## src/shared/fsk_cd_pkg.sv

```systemverilog
// Constants, register map and carrier types for the carrier-detect controller.
// Assumes a single 100 MHz clock domain and an Avalon-MM register slave.
package fsk_cd_pkg;

  // ---------------------------------------------------------------------------
  // Register map (word addresses are byte offsets / 4)
  // ---------------------------------------------------------------------------
  localparam logic [9:0] CTRL_OFS    = 10'h180;
  localparam logic [9:0] MODE_OFS    = 10'h181;
  localparam logic [9:0] STATUS_OFS  = 10'h183;
  localparam logic [9:0] FIFOCTL_OFS = 10'h18A;
  localparam logic [9:0] EHIGH_OFS   = 10'h18C;
  localparam logic [9:0] ELOW_OFS    = 10'h18D;
  localparam logic [9:0] FIFORD_OFS  = 10'h18E;

  localparam logic [7:0] CTRL_RST    = 8'h00;
  localparam logic [7:0] MODE_RST    = 8'h04;
  localparam logic [7:0] FIFOCTL_RST = 8'h04;
  localparam logic [7:0] EHIGH_RST   = 8'h40;
  localparam logic [7:0] ELOW_RST    = 8'h20;

  // Control register field positions.
  localparam int CTRL_EN_BIT   = 7;
  localparam int CTRL_TYPE_BIT = 6;
  localparam int CTRL_MARK_BIT = 5;
  localparam int CTRL_INT_BIT  = 0;
  localparam logic [7:0] CTRL_WMASK = 8'hE1;

  // Status register field positions.
  localparam int STAT_BIT_BIT  = 0;
  localparam int STAT_CDB_BIT  = 1;

  // Channel seizure bytes.
  localparam logic [7:0] SEIZE_A = 8'h55;
  localparam logic [7:0] SEIZE_B = 8'hAA;

  // Standard families encoded in the mode field, bit 3..2 give family.
  localparam logic [3:0] MODE_V23_LO = 4'h0;
  localparam logic [3:0] MODE_B202   = 4'h3;

  localparam int DATA_W = 8;

  typedef enum logic [1:0] {
    CD_IDLE  = 2'b00,
    CD_HUNT  = 2'b01,
    CD_ON    = 2'b10
  } cd_state_t;

  // Demodulator front-end indications, all on the system clock.
  typedef struct packed {
    logic       mark_tone;
    logic       space_tone;
    logic [7:0] energy;
    logic       rx_bit;
    logic       byte_valid;
    logic [7:0] byte_data;
  } demod_in_t;

  typedef struct packed {
    logic       enable;
    logic       type2;
    logic       mark_only;
    logic       pattern_irq;
    logic [3:0] mode;
    logic [7:0] e_high;
    logic [7:0] e_low;
  } cd_cfg_t;

endpackage

```

## src/fsk_carrier_sense.sv

```systemverilog
// Carrier on/off decision for each standard family and session type.
// Assumes front-end indications arrive on clk; cfg is from the register file.
`timescale 1ns/100ps
module fsk_carrier_sense (
  input  wire logic                 clk,
  input  wire logic                 nrst,
  input  wire fsk_cd_pkg::cd_cfg_t  cfg,
  input  wire fsk_cd_pkg::demod_in_t din,
  output logic                      carrier_q
);

  typedef struct packed {
    fsk_cd_pkg::cd_state_t st;
    logic                  carrier;
  } cs_state_t;

  cs_state_t s_q;
  cs_state_t s_d;
  logic      hi_speed;
  logic      tone_ok;
  logic      energy_on;
  logic      energy_off;
  logic      seize;

  // ---------------------------------------------------------------------------
  // Condition decode
  // ---------------------------------------------------------------------------
  always_comb
  begin
    hi_speed   = (cfg.mode <= fsk_cd_pkg::MODE_B202);
    energy_on  = (din.energy >= cfg.e_high);
    energy_off = (din.energy < cfg.e_low);
    seize      = din.byte_valid && (din.byte_data == fsk_cd_pkg::SEIZE_A ||
                 din.byte_data == fsk_cd_pkg::SEIZE_B);
    if (hi_speed && cfg.mark_only)
      tone_ok = din.mark_tone;
    else
      tone_ok = din.mark_tone || din.space_tone;
  end

  // ---------------------------------------------------------------------------
  // Carrier state machine
  // ---------------------------------------------------------------------------
  always_comb
  begin
    s_d = s_q;
    case (s_q.st)
      fsk_cd_pkg::CD_IDLE:
      begin
        s_d.carrier = 1'b0;
        if (cfg.enable)
          s_d.st = fsk_cd_pkg::CD_HUNT;
      end
      fsk_cd_pkg::CD_HUNT:
      begin
        if (!cfg.type2)
        begin
          // Type 1: seizure plus in-band evidence.
          if (seize && (hi_speed ? energy_on : tone_ok))
          begin
            s_d.st      = fsk_cd_pkg::CD_ON;
            s_d.carrier = 1'b1;
          end
        end
        else if (tone_ok)
        begin
          s_d.st      = fsk_cd_pkg::CD_ON;
          s_d.carrier = 1'b1;
        end
      end
      fsk_cd_pkg::CD_ON:
      begin
        if (hi_speed ? energy_off : !tone_ok)
        begin
          s_d.st      = fsk_cd_pkg::CD_HUNT;
          s_d.carrier = 1'b0;
        end
      end
      default:
        s_d = '{st: fsk_cd_pkg::CD_IDLE, carrier: 1'b0};
    endcase
    if (!cfg.enable)
      s_d = '{st: fsk_cd_pkg::CD_IDLE, carrier: 1'b0};
  end

  always_ff @(posedge clk or negedge nrst)
  begin
    if (!nrst)
      s_q <= '{st: fsk_cd_pkg::CD_IDLE, carrier: 1'b0};
    else
      s_q <= s_d;
  end

  assign carrier_q = s_q.carrier;

endmodule // fsk_carrier_sense

```

## src/fsk_carrier_detect_ctrl.sv

```systemverilog
// Control, carrier-detect and interrupt logic of the receive FSK detector.
// Assumes an Avalon-MM master on clk and a demodulator front end on clk.
//
// Decided for this implementation: register access over Avalon-MM and the placing of the registers.
`timescale 1ns/100ps
module fsk_carrier_detect_ctrl #(
  parameter int FIFO_DEPTH = 8
) (
  input  wire logic                  clk,
  input  wire logic                  nrst,
  // Avalon-MM slave, word addressed.
  input  wire logic [9:0]            address,
  input  wire logic                  read,
  input  wire logic                  write,
  input  wire logic [31:0]           writedata,
  input  wire logic [3:0]            byteenable,
  output logic [31:0]                readdata,
  output logic                       waitrequest,
  // Demodulator front end.
  input  wire fsk_cd_pkg::demod_in_t din,
  input  wire logic [3:0]            fifo_count,
  // Outputs.
  output logic                       fsk_irq,
  output logic                       decode_enable,
  output logic                       fifo_pop,
  output logic                       front_end_power
);

  // ---------------------------------------------------------------------------
  // Elaboration checks
  // ---------------------------------------------------------------------------
  // The FIFO level arrives on four bits, so deeper FIFOs cannot be reported.
  if (FIFO_DEPTH < 2 || FIFO_DEPTH > 15)
  begin : g_depth_check
    $error("FIFO_DEPTH out of range");
  end

  // Every control field must sit inside the eight-bit register.
  if (fsk_cd_pkg::CTRL_EN_BIT >= fsk_cd_pkg::DATA_W || fsk_cd_pkg::CTRL_TYPE_BIT >= fsk_cd_pkg::DATA_W ||
      fsk_cd_pkg::CTRL_MARK_BIT >= fsk_cd_pkg::DATA_W || fsk_cd_pkg::CTRL_INT_BIT >= fsk_cd_pkg::DATA_W)
  begin : g_ctrl_check
    $error("control field outside the register");
  end

  // The two status fields must not overlap and must fit the register.
  if (fsk_cd_pkg::STAT_BIT_BIT >= fsk_cd_pkg::DATA_W || fsk_cd_pkg::STAT_CDB_BIT >= fsk_cd_pkg::DATA_W ||
      fsk_cd_pkg::STAT_BIT_BIT == fsk_cd_pkg::STAT_CDB_BIT)
  begin : g_stat_check
    $error("status fields overlap or lie outside the register");
  end

  // Carrier-off must sit below carrier-on, or the energy decision chatters.
  if (fsk_cd_pkg::ELOW_RST >= fsk_cd_pkg::EHIGH_RST)
  begin : g_energy_check
    $error("energy thresholds out of order at reset");
  end

  // The write mask must leave every control field writable.
  if (fsk_cd_pkg::CTRL_WMASK[fsk_cd_pkg::CTRL_EN_BIT] != 1'b1 ||
      fsk_cd_pkg::CTRL_WMASK[fsk_cd_pkg::CTRL_TYPE_BIT] != 1'b1 ||
      fsk_cd_pkg::CTRL_WMASK[fsk_cd_pkg::CTRL_MARK_BIT] != 1'b1 ||
      fsk_cd_pkg::CTRL_WMASK[fsk_cd_pkg::CTRL_INT_BIT] != 1'b1)
  begin : g_mask_check
    $error("control write mask hides a field");
  end

  typedef struct packed {
    logic [7:0]  ctrl;
    logic [7:0]  mode;
    logic [7:0]  fifoctl;
    logic [7:0]  e_high;
    logic [7:0]  e_low;
    logic        irq;
    logic        armed;
    logic        busy;
    logic [31:0] rdata;
    logic        decode;
    logic        pop;
    logic        power;
  } regs_t;

  regs_t                 r_q;
  regs_t                 r_d;
  fsk_cd_pkg::cd_cfg_t   cfg;
  logic                  carrier;
  logic [7:0]            status;
  logic                  seize;
  logic                  acc;
  logic                  wr_lo;
  logic                  rd_take;
  logic                  fifo_rd;
  logic                  wr_ctrl;
  logic                  wr_mode;
  logic                  wr_fifoctl;
  logic                  wr_ehigh;
  logic                  wr_elow;
  logic [7:0]            rd_word;
  logic                  pattern_hit;
  logic                  level_hit;
  logic                  irq_set;

  // ---------------------------------------------------------------------------
  // Carrier decision
  // ---------------------------------------------------------------------------
  always_comb
  begin
    cfg.enable      = r_q.ctrl[fsk_cd_pkg::CTRL_EN_BIT];
    cfg.type2       = r_q.ctrl[fsk_cd_pkg::CTRL_TYPE_BIT];
    cfg.mark_only   = r_q.ctrl[fsk_cd_pkg::CTRL_MARK_BIT];
    cfg.pattern_irq = r_q.ctrl[fsk_cd_pkg::CTRL_INT_BIT];
    cfg.mode        = r_q.mode[3:0];
    cfg.e_high      = r_q.e_high;
    cfg.e_low       = r_q.e_low;
  end

  fsk_carrier_sense u_sense (
    .clk       (clk),
    .nrst      (nrst),
    .cfg       (cfg),
    .din       (din),
    .carrier_q (carrier)
  );

  // ---------------------------------------------------------------------------
  // Status view
  // ---------------------------------------------------------------------------
  always_comb
  begin
    status = 8'h00;
    // Carrier-absent reads 1 until the carrier decision says otherwise.
    status[fsk_cd_pkg::STAT_CDB_BIT] = !carrier;
    // The live bit is masked while powered down so a dead front end is not seen.
    status[fsk_cd_pkg::STAT_BIT_BIT] = cfg.enable && din.rx_bit;
  end

  // ---------------------------------------------------------------------------
  // Channel seizure byte
  // ---------------------------------------------------------------------------
  always_comb
  begin
    seize = 1'b0;
    if (din.byte_valid)
    begin
      if (din.byte_data == fsk_cd_pkg::SEIZE_A)
        seize = 1'b1;
      if (din.byte_data == fsk_cd_pkg::SEIZE_B)
        seize = 1'b1;
    end
  end

  // ---------------------------------------------------------------------------
  // Bus decode
  // ---------------------------------------------------------------------------
  // A request is taken while busy is low; a write lands one edge later, at the
  // edge where the master sees waitrequest low, so it lands exactly once.
  always_comb
  begin
    acc        = (read || write) && !r_q.busy;
    rd_take    = read && !r_q.busy;
    wr_lo      = write && r_q.busy && byteenable[0];
    fifo_rd    = rd_take && (address == fsk_cd_pkg::FIFORD_OFS);
    wr_ctrl    = wr_lo && (address == fsk_cd_pkg::CTRL_OFS);
    wr_mode    = wr_lo && (address == fsk_cd_pkg::MODE_OFS);
    wr_fifoctl = wr_lo && (address == fsk_cd_pkg::FIFOCTL_OFS);
    wr_ehigh   = wr_lo && (address == fsk_cd_pkg::EHIGH_OFS);
    wr_elow    = wr_lo && (address == fsk_cd_pkg::ELOW_OFS);
  end

  // ---------------------------------------------------------------------------
  // Read multiplexer
  // ---------------------------------------------------------------------------
  always_comb
  begin
    case (address)
      fsk_cd_pkg::CTRL_OFS:    rd_word = r_q.ctrl;
      fsk_cd_pkg::MODE_OFS:    rd_word = r_q.mode;
      fsk_cd_pkg::STATUS_OFS:  rd_word = status;
      fsk_cd_pkg::FIFOCTL_OFS: rd_word = r_q.fifoctl;
      fsk_cd_pkg::EHIGH_OFS:   rd_word = r_q.e_high;
      fsk_cd_pkg::ELOW_OFS:    rd_word = r_q.e_low;
      fsk_cd_pkg::FIFORD_OFS:  rd_word = din.byte_data;
      default:                 rd_word = 8'h00;
    endcase
  end

  // ---------------------------------------------------------------------------
  // Interrupt conditions
  // ---------------------------------------------------------------------------
  // Pattern mode ignores the FIFO level; normal mode waits for the level and
  // then stays quiet until the host has read the FIFO port once.
  always_comb
  begin
    pattern_hit = seize && carrier;
    level_hit   = r_q.armed && carrier && (fifo_count >= r_q.fifoctl[3:0]);
    if (cfg.pattern_irq)
      irq_set = pattern_hit;
    else
      irq_set = level_hit;
  end

  // ---------------------------------------------------------------------------
  // Register file and interrupt state
  // ---------------------------------------------------------------------------
  always_comb
  begin
    r_d      = r_q;
    r_d.busy = acc;
    r_d.pop  = fifo_rd;
    if (wr_ctrl)
      r_d.ctrl = writedata[7:0] & fsk_cd_pkg::CTRL_WMASK;
    if (wr_mode)
      r_d.mode = writedata[7:0];
    if (wr_fifoctl)
      r_d.fifoctl = writedata[7:0];
    if (wr_ehigh)
      r_d.e_high = writedata[7:0];
    if (wr_elow)
      r_d.e_low = writedata[7:0];
    if (rd_take)
      r_d.rdata = {24'h000000, rd_word};
    // A FIFO read clears and rearms; a raise in the same cycle wins.
    if (fifo_rd)
    begin
      r_d.armed = 1'b1;
      r_d.irq   = 1'b0;
    end
    if (irq_set)
    begin
      r_d.irq = 1'b1;
      if (!cfg.pattern_irq)
        r_d.armed = 1'b0;
    end
    r_d.decode = cfg.enable && carrier;
    r_d.power  = cfg.enable;
    // Powering down drops the interrupt and leaves normal mode armed.
    if (!cfg.enable)
    begin
      r_d.irq   = 1'b0;
      r_d.armed = 1'b1;
    end
  end

  // ---------------------------------------------------------------------------
  // State register
  // ---------------------------------------------------------------------------
  always_ff @(posedge clk or negedge nrst)
  begin
    if (!nrst)
    begin
      r_q         <= '0;
      r_q.ctrl    <= fsk_cd_pkg::CTRL_RST;
      r_q.mode    <= fsk_cd_pkg::MODE_RST;
      r_q.fifoctl <= fsk_cd_pkg::FIFOCTL_RST;
      r_q.e_high  <= fsk_cd_pkg::EHIGH_RST;
      r_q.e_low   <= fsk_cd_pkg::ELOW_RST;
      r_q.armed   <= 1'b1;
    end
    else
      r_q <= r_d;
  end

  // ---------------------------------------------------------------------------
  // Outputs
  // ---------------------------------------------------------------------------
  // Every output is a plain view of a state flop, except waitrequest, which is the inverse of busy.
  always_comb
  begin
    readdata        = r_q.rdata;
    waitrequest     = !r_q.busy;
    fsk_irq         = r_q.irq;
    decode_enable   = r_q.decode;
    fifo_pop        = r_q.pop;
    front_end_power = r_q.power;
  end

endmodule // fsk_carrier_detect_ctrl

```

## config.mk

```make
export PLATFORM = sky130hd
export DESIGN_NAME = fsk_carrier_detect_ctrl
export DESIGN_NICKNAME = d
export VERILOG_FILES = /design/src/shared/fsk_cd_pkg.sv /design/src/fsk_carrier_sense.sv /design/src/fsk_carrier_detect_ctrl.sv
export SDC_FILE = /design/constraint.sdc
export NUM_CORES = 1
export LEC_CHECK = 0
export ABC_CLOCK_PERIOD_IN_PS = 1800
export BUFFER_PORTS_ARGS = -buffer_cell sky130_fd_sc_hd__buf_2
export CORE_MARGIN = 3
export CORE_UTILIZATION = 46
export CTS_CLUSTER_SIZE = 10
export DETAILED_ROUTE_END_ITERATION = 8
export PLACE_DENSITY = 0.73
export SLEW_MARGIN = 0
export SYNTH_ARGS = -nofsm -noshare
export SYNTH_HDL_FRONTEND = slang
export SYNTH_SLANG_ARGS = --single-unit
```

## constraint.sdc

```tcl
create_clock -name clk -period 1.8 [get_ports clk]
set_input_delay 0 -clock clk [delete_from_list [all_inputs] [get_ports clk]]
set_output_delay 0 -clock clk [all_outputs]
set_load 0.02 [all_outputs]
```

==> out/metrics.cfg, run 1 <==
[run_status]
outcome = finished with violations
violations = setup timing

[synth]
synth_top_cell_area_share_pct = 35.4
synth_area_leaders = dfrtp_1 35%, mux2_2 11%, buf_4 7.7%, ha_1 7.2%, dfstp_2 4.0%
ys.flop_type = dfrtp_1
synth.top_cells.by_count = 47 x dfrtp_1, 34 x buf_4, 33 x mux2_2
synth.most_common_cell = dfrtp_1
synth_cells = 328
async_reset_ff_share_pct = 100
yosys_warnings = 0
yosysTopAreaCell = dfrtp_1
synth_seq_area_share_pct = 39.3
ys_seq_elements = 52
synth_edf_count = 0
synth_area_sq_um = 3320
synth_area_per_cell_sq_um = 10.1
synth_cell_type_count = 56

[setup_path]
cpPeakStageDelay_ns = 0.42
path_cells = inv_2 > ha_4 > or4_4 > a221oi_2 > o21ai_1 > o32a_1 > a21boi_1
r2r-start = cfg[15]
crit_type = reg -> reg
crit_fanout = 2
r2r-end = u_sense.s_q[1]
worst-path-buf-inv = 1
worstSetupStartpointType = register
cp_slowest_cell = or4_4
crit_cells = 7
cpLargestDelayFamily = compound AO/OA/AOI/OAI gates
cp_data_arrival_time_ns = 2.07
required_ns = 2.04
reg2reg_depth = 7
end_kind = register
r2r_slack_ns = -0.02

[timing]
holdWs_ns = 0.00286
min_period_ns = 1.82
rsz0062_at_grt = true
setup_viol_count_final = 1
relSlewSlack_pct = 56.1
fin_crit_sh_pct = 101
setup_ws_ns = -0.0248
slew_violations = 0
finClkSkew_ns = 0.00661
finalHoldViolCount = 0
tightest_slew_ns = 0.659
fin_setup_tns_ns = -0.0248
fmax_mhz = 548

[finish]
area_growth_pct = 18.9
multi_input_area_sq_um = 1750
drive_gt1_share_pct = 35.2
fill_cells = 630
nets = 504
final_area_sq_um = 3950
diodes = 0
seqCellArea_sq_um = 1310

[worst_hold_path]
min_from = writedata[7]
hold_depth = 2
hold_path.class = in -> reg
whs_endpoint = cfg[15]

[cts]
cts.sinks = 52
cts.path.max_buffers = 2
cts_tree = built
ctsRootBufferMaster = clkbuf_8
path_clk_slew_ns = 0.10
insertion_delay_ns = 0.32
cts.htree.levels = 2
cts_made_buffers = 5

[grt]
globalRouteOverflowTotal = 0
grtUsageTotal_pct = 21.1
grt_pass1_wl_um = 13900
grt_max_degree = 53
grt_pass1_vias = 2784
antenna_found_initial = 0

[power]
power_density_nw_per_um2 = 560
leakage_nw = 1.91
vdd_drop_max_v = 0.000411

[placement]
place_ws_ns = -0.0593
placed_area_sq_um = 3730
place_congestion = 0.915
hpwl_um = 6580
port_buffers = 59

[drt]
ant_nets = 0
wl_per_cell_um = 17.0
drc_errors = 0
num_vias = 2802
routed_wl_um = 8610
drtIter0Drc = 169
dr.pass1.iters = 4
viasPerCell = 5.52

[floorplan]
fp.dieArea_sq_um = 8280
initial_core_util_pct = 48.1
io_pins = 111
die_h_um = 91.0
core_sq_um = 6910
rows = 30
die_w_um = 91.0

[flow_run]
drv_cap = 0

worst reg2reg max path, cell delays in order (launching register included):
cell      delay, ns
dfrtp_1        0.37
inv_2          0.06
ha_4           0.15
or4_4          0.42
a221oi_2       0.20
o21ai_1        0.14
o32a_1         0.29
a21boi_1       0.13
worst max-delay path by stage:
stage                     slack [ns]             end  startpoint
after floorplan                 0.08  u_sense.s_q[1]     cfg[14]
after global placement          0.01  u_sense.s_q[1]     cfg[14]
after detailed placement       -0.06  u_sense.s_q[1]     cfg[14]
after CTS                     -0.009  u_sense.s_q[1]     cfg[15]
after global routing           -0.10  u_sense.s_q[1]     cfg[15]
final                          -0.02  u_sense.s_q[1]     cfg[15]
timing repair:
action / in CTS / in global routing
pin swaps: 1 / 1
gates cloned: 0 / 0
resized for setup: 6 / 2
setup buffers: 1 / 1
hold buffers: 8 / 0
endpoints found under the setup margin: 1 / 3
endpoints found under the hold margin: 67 / 0
area by class of cell:
type / count / area share (%)
tap: 96 / 3.04
multi-input combinational: 229 / 44.2
clock inverter: 2 / 0.412
clock buffer: 6 / 1.84
inverter: 28 / 2.66
timing repair buffer: 95 / 14.8
sequential: 52 / 33.1
layer usage:
layer	GRT usage (%)	wire length, um
met2	34.0	4190
met5	0	0
met1	28.2	3650
met3	4.39	601
met4	7.29	170
stage by stage:
step                total power, mW  util [%]  std cells
global placement               1.51      54.0        490
global route                   2.29      57.2        508
CTS                            2.22      57.0        507
floorplan                      1.41         -        351
finish                         2.21      57.2        508
detailed placement             1.51      54.0        490
state kept, by name (all words and copies together) (netlist names):
name / count
cfg: 24
decode_enable: 1
fifo_pop: 1
front_end_power: 1
fsk_irq: 1
r_q: 14
readdata: 8
u_sense.s_q: 2
layout by cell type (no fill, tap or decap), types with 2 or more instances in the layout:
| cell | instances |
|---|---|
| a211oi_1 | 2 |
| a21oi_1 | 9 |
| a22o_1 | 4 |
| a22oi_1 | 7 |
| a2bb2oi_1 | 2 |
| a31oi_1 | 4 |
| a32o_1 | 2 |
| a32oi_1 | 2 |
| and2_1 | 3 |
| and3_1 | 4 |
| buf_2 | 59 |
| buf_4 | 28 |
| clkbuf_8 | 5 |
| conb_1 | 24 |
| dfrtp_1 | 47 |
| dfstp_2 | 5 |
| dlygate4sd3_1 | 8 |
| ha_1 | 17 |
| ha_4 | 2 |
| inv_1 | 26 |
| inv_2 | 2 |
| mux2_2 | 33 |
| nand2_1 | 18 |
| nand2b_1 | 5 |
| nand3_1 | 5 |
| nand4_1 | 7 |
| nor2_1 | 13 |
| nor2b_1 | 5 |
| nor3_1 | 4 |
| nor4_4 | 2 |
| nor4bb_1 | 2 |
| o2111ai_1 | 2 |
| o211a_1 | 2 |
| o21ai_0 | 20 |
| o31a_1 | 2 |
| o32a_1 | 3 |
cell families (layout without fill, tap and decap cells):
family / after synthesis / in the layout / synth area share, %
multiplexers: 34 / 34 / 11.5
XOR/XNOR: 1 / 1 / 0.264
adder cells (fa/ha/maj): 19 / 19 / 7.15
buffers and inverters: 70 / 131 / 11.9
AO/OA/AOI/OAI: 74 / 74 / 15.7
AND/OR/NAND/NOR: 77 / 77 / 14.0
other: 1 / 24 / 0.113
flip-flops: 52 / 52 / 39.3
where the power goes:
group	switching, mW	internal, mW
registers	0.00593	1.18
clock network	0.413	0.278
logic	0.215	0.126
total	0.634	1.58
(Power assumes the default switching activity.)
==> run 2: changes to the inputs <==
Settings changed: REMOVE_ABC_BUFFERS from default to 1, SYNTH_HIERARCHICAL from default to 1.
==> run 2 against run 1 <==
Synthesized area rose by 0.53%; largest cell class unchanged; routed wire length fell by 1.8%; sequential power barely moved; sequential share of layout area fell by 0.27 points; utilization rose by 0.47 points; worst setup slack improved by 0.13 ns; the flow now finishes without violations; register-to-register slack improved by 0.13 ns; design area rose by 0.82%; critical endpoint is now u_sense/s_q[1].
==> out/metrics.cfg, run 2 <==
[timing]
fin_crit_sh_pct = 94.1
min_period_ns = 1.69
fin_setup_tns_ns = 0
fmax_mhz = 590
holdWs_ns = 0.00755
finClkSkew_ns = 0.00811
slew_violations = 0
finalHoldViolCount = 0
setup_viol_count_final = 0
setup_ws_ns = 0.106

[floorplan]
core_sq_um = 6910
initial_core_util_pct = 48.4
die_h_um = 91.2
io_pins = 111
fp.dieArea_sq_um = 8320
die_w_um = 91.2
rows = 30

[placement]
placed_cells = 481
port_buffers = 59
hpwl_um = 6750
place_ws_ns = -0.0774
placed_area_sq_um = 3740
place_congestion = 0.869

[cts]
cts.htree.levels = 2
cts.sinks = 52
insertion_delay_ns = 0.31
ctsRootBufferMaster = clkbuf_8
cts.path.max_buffers = 2
cts_tree = built
cts_made_buffers = 5
path_clk_slew_ns = 0.09

[finish]
largest_register_ffs = 24
drive_gt1_share_pct = 36.6
final_area_sq_um = 3990
fin_util_pct = 57.7
fin_cells = 500
regMostFlops = cfg
area_growth_pct = 19.2
nets = 496
fill_cells = 627
mostFrequentLayoutCell = buf_2
final_cell_mix = 59 x buf_2, 47 x dfrtp_1, 44 x mux2_2
diodes = 0

[setup_path]
end_kind = register
cp_data_arrival_time_ns = 1.90
crit_fanout = 3
crit_type = reg -> reg
r2r_slack_ns = 0.11
required_ns = 2.01
r2r-start = cfg[2]
worstSetupStartpointType = register
critPathLaunch = cfg[2]

[grt]
grt_pass1_wl_um = 14000
grtUsageTotal_pct = 21.5
grt_pass1_vias = 2791
globalRouteOverflowTotal = 0
antenna_found_initial = 0
grt_max_degree = 22

[worst_hold_path]
min_from = writedata[6]
hold_path.class = in -> reg

[drt]
viasPerCell = 5.51
drtIter0Drc = 194
drc_errors = 0
routed_wl_um = 8460
num_vias = 2757
ant_nets = 0
dr.pass1.iters = 4
wl_per_cell_um = 16.9

[synth]
synth.top_cells.by_count = 47 x dfrtp_1, 44 x mux2_2, 32 x buf_4
synth_edf_count = 0
synth_area_sq_um = 3340
ys.flop_type = dfrtp_1
synth_cell_type_count = 60
synth_area_leaders = dfrtp_1 35%, mux2_2 15%, buf_4 7.2%, ha_1 7.1%, dfstp_2 3.9%
ys_seq_elements = 52
synth_seq_area_share_pct = 39.1
synth.most_common_cell = dfrtp_1
yosys_warnings = 6
async_reset_ff_share_pct = 100
synth_top_cell_area_share_pct = 35.2
synth_area_per_cell_sq_um = 10.4
synth_cells = 321
yosysTopAreaCell = dfrtp_1

[power]
finalPower_mw = 2.38
leakage_nw = 1.93
power_density_nw_per_um2 = 596
vdd_drop_max_v = 0.000289

[run_status]
outcome = finished clean

[flow_run]
drv_cap = 0

## run 2: layer usage
| layer | up-vias | GRT usage (%) | wire length (um) |
|---|---|---|---|
| met3 | 21 | 3.40 | 557 |
| met4 | 0 | 11.4 | 341 |
| li1 | 1278 | - | - |
| met5 | - | 0 | 0 |
| met1 | 1349 | 27.9 | 3530 |
| met2 | 109 | 34.5 | 4030 |
## run 2: cell type report
type                    instances  area (sq um)  area share, %
multi-input cells             229          1780           44.6
flip-flops and latches         52          1310           32.8
repair buffers                 90           566           14.2
well taps                      96           120           3.01
inverters                      25          93.8           2.35
clock buffers                   6          82.6           2.07
clock inverters                 2          38.8          0.973
## run 2: final timing paths
kind / to / cells past startpoint
min in group asynchronous: readdata[7] / 2
worst min register to register: readdata[5] / 1
worst min-delay path: r_q[60] / 2
worst max register to register: u_sense/s_q[1] / 7
worst max-delay path: u_sense/s_q[1] / 7
max in group asynchronous: cfg[14] / 3
## run 2: where the power goes
part	total, mW	switching [mW]	internal (mW)
clock	0.852	0.397	0.455
sequential	1.18	0.00725	1.18
combinational	0.340	0.208	0.132
total	2.38	0.612	1.76
## run 2: logic make-up after synthesis
family | synth area share [%]
adder cells (fa/ha/maj) | 7.11
AO/OA/AOI/OAI | 11.8
multiplexers | 15.7
buffers and inverters | 10.7
AND/OR/NAND/NOR | 15.1
other | 0.112
flip-flops | 39.1
XOR/XNOR | 0.262
## run 2: critical path, stage by stage, from the launching register on
cell	delay [ns]
dfrtp_1	0.45
inv_1	0.07
ha_1	0.28
o21ai_1	0.06
a211o_1	0.29
o21bai_1	0.18
nand4b_1	0.14
o21a_1	0.13
## run 2: timing repair
item,CTS,global route
buffers inserted,0,1
endpoints found under the setup margin,0,2
resized for setup,0,3
hold buffers,10,0
endpoints found under the hold margin,43,0
==> run 3: changes to the inputs <==
Settings changed: CAP_MARGIN from default to 30, CORE_MARGIN 3 to 1.5, PLACE_DENSITY 0.73 to 0.84.
==> run 3 against run 2 <==
Design area shrank 1.5%; highest routed layer unchanged; combinational power shrank 1%; count of clock-buffer cells in the layout shrank 1; fmax shrank 0.78%; routed wire length shrank 1.0%; critical path depth is the same; non-clock buffer count shrank 3.
==> out/metrics.cfg, run 3 (synthesis results as in run 2) <==
[run_status]
outcome = finished clean

[timing]
setup_ws_ns = 0.0930
min_period_ns = 1.71
finClkSkew_ns = 0.0106
finalHoldViolCount = 0
fin_crit_sh_pct = 94.8
setup_viol_count_final = 0
fmax_mhz = 586
rsz0062_at_grt = false
tightest_slew_ns = 0.646
slew_violations = 0
fin_setup_tns_ns = 0
relSlewSlack_pct = 56.9

[cts]
insertion_delay_ns = 0.32
path_clk_slew_ns = 0.10
cts.htree.levels = 2
cts_made_buffers = 5
cts.sinks = 52
cts.path.max_buffers = 2
cts_tree = built
ctsRootBufferMaster = clkbuf_8
cts_setup_buffers = 0

[drt]
wl_per_cell_um = 16.8
routed_wl_um = 8370
ant_nets = 0
dr.pass1.iters = 4
drtIter0Drc = 138
num_vias = 2730
drc_errors = 0
viasPerCell = 5.49

[grt]
globalRouteOverflowTotal = 0
grt_max_degree = 53
grt_pass1_wl_um = 13300
grt_pass1_vias = 2784
grtUsageTotal_pct = 22.8
antenna_found_initial = 0

[setup_path]
cpPeakStageDelay_ns = 0.55
reg2reg_depth = 7
cpLargestDelayFamily = compound AO/OA/AOI/OAI gates
crit_cells = 7
end_kind = register
cp_slowest_cell = dfstp_2
path_cells = inv_1 > ha_1 > nand2_1 > a211o_1 > o21bai_1 > nand4b_1 > a21oi_1
worstSetupStartpointType = register
cp_data_arrival_time_ns = 1.95
required_ns = 2.05
crit_type = reg -> reg
worst-path-buf-inv = 1
crit_fanout = 3

[finish]
largest_register_ffs = 24
nets = 493
fin_util_pct = 56.8
final_cell_mix = 59 x buf_2, 47 x dfrtp_1, 44 x mux2_2
mostFrequentLayoutCell = buf_2
area_growth_pct = 17.4
drive_gt1_share_pct = 35.9
diodes = 0
fin_cells = 497
regMostFlops = cfg

[power]
leakage_nw = 1.90
p_clk_share_pct = 31.2
vdd_drop_max_v = 0.000288
power_density_nw_per_um2 = 562
p_sw_share_pct = 28.3
p_int_mw = 1.58
share_comb_of_total_power_pct = 15.2
power_frac_seq_pct = 53.6
switchingPower_uw = 625

[worst_hold_path]
hold_path.class = in -> reg
hold_depth = 2

[placement]
hpwl_um = 6570
placed_cells = 479
place_ws_ns = -0.0750
place_congestion = 0.977
port_buffers = 59

[floorplan]
io_pins = 111
core_sq_um = 6910
die_h_um = 88.2
initial_core_util_pct = 48.4
die_w_um = 88.2
rows = 30
fp.dieArea_sq_um = 7790

[flow_run]
drv_cap = 0

==> run 3: power groups by stage <==
stage          combinational, mW  clock [mW]  sequential, mW
2_1_floorplan              0.150           0            1.21
3_3_place_gp               0.304           0            1.21
3_5_place_dp               0.313           0            1.21
4_1_cts                    0.332       0.697            1.18
5_1_grt                    0.373       0.741            1.19
6_report                   0.335       0.688            1.18
==> run 3: worst paths after layout <==
path,slack [ns],end,from
max,0.09,u_sense/s_q[2],cfg[5]
min,0.005,r_q[60],writedata[6]
max reg2reg,0.09,u_sense/s_q[2],cfg[5]
min reg2reg,0.49,r_q[35],r_q[35]
max in group asynchronous,1.04,r_q[67],nrst
min in group asynchronous,0.32,cfg[23],nrst
==> run 3: worst reg2reg max path: cells and delay by family, from the launching register on <==
family	cells	cell delay [ns]
adder cells (fa/ha/maj)	1	0.28
AO/OA/AOI/OAI	3	0.56
AND/OR/NAND/NOR	2	0.20
flip-flops	1	0.55
buffers and inverters	1	0.05
==> run 3: timing repair <==
item	in CTS	in global routing
setup endpoints to repair	0	1
hold endpoints to repair	75	0
hold buffers	10	0
resized for setup	0	1
==> run 3: routing by layer <==
metal | up-vias | wire [um] | global-route usage (%)
li1 | 1264 | - | -
met1 | 1312 | 3370 | 27.2
met2 | 131 | 4120 | 39.0
met3 | 23 | 601 | 4.20
met4 | 0 | 276 | 12.4
met5 | - | 0 | 0
==> run 3: cell type report <==
class                   count  area, sq um
fillers                   593         2980
multi-input cells         229         1770
flip-flops and latches     52         1310
repair buffers             87          543
well taps                  96          120
inverters                  25         93.8
clock buffers               5         68.8
clock inverters             3         21.3
==> run 3: per-stage QoR <==
| step | hold WS [ns] | cell area, sq um | total power, mW |
|---|---|---|---|
| global placement | 0.143 | 3730 | 1.51 |
| global route | 0.0210 | 3920 | 2.30 |
| CTS | 0.00377 | 3920 | 2.21 |
| finish | 0.00470 | 3920 | 2.21 |
| floorplan | -0.296 | 3160 | 1.36 |
| detailed placement | 0.154 | 3730 | 1.52 |
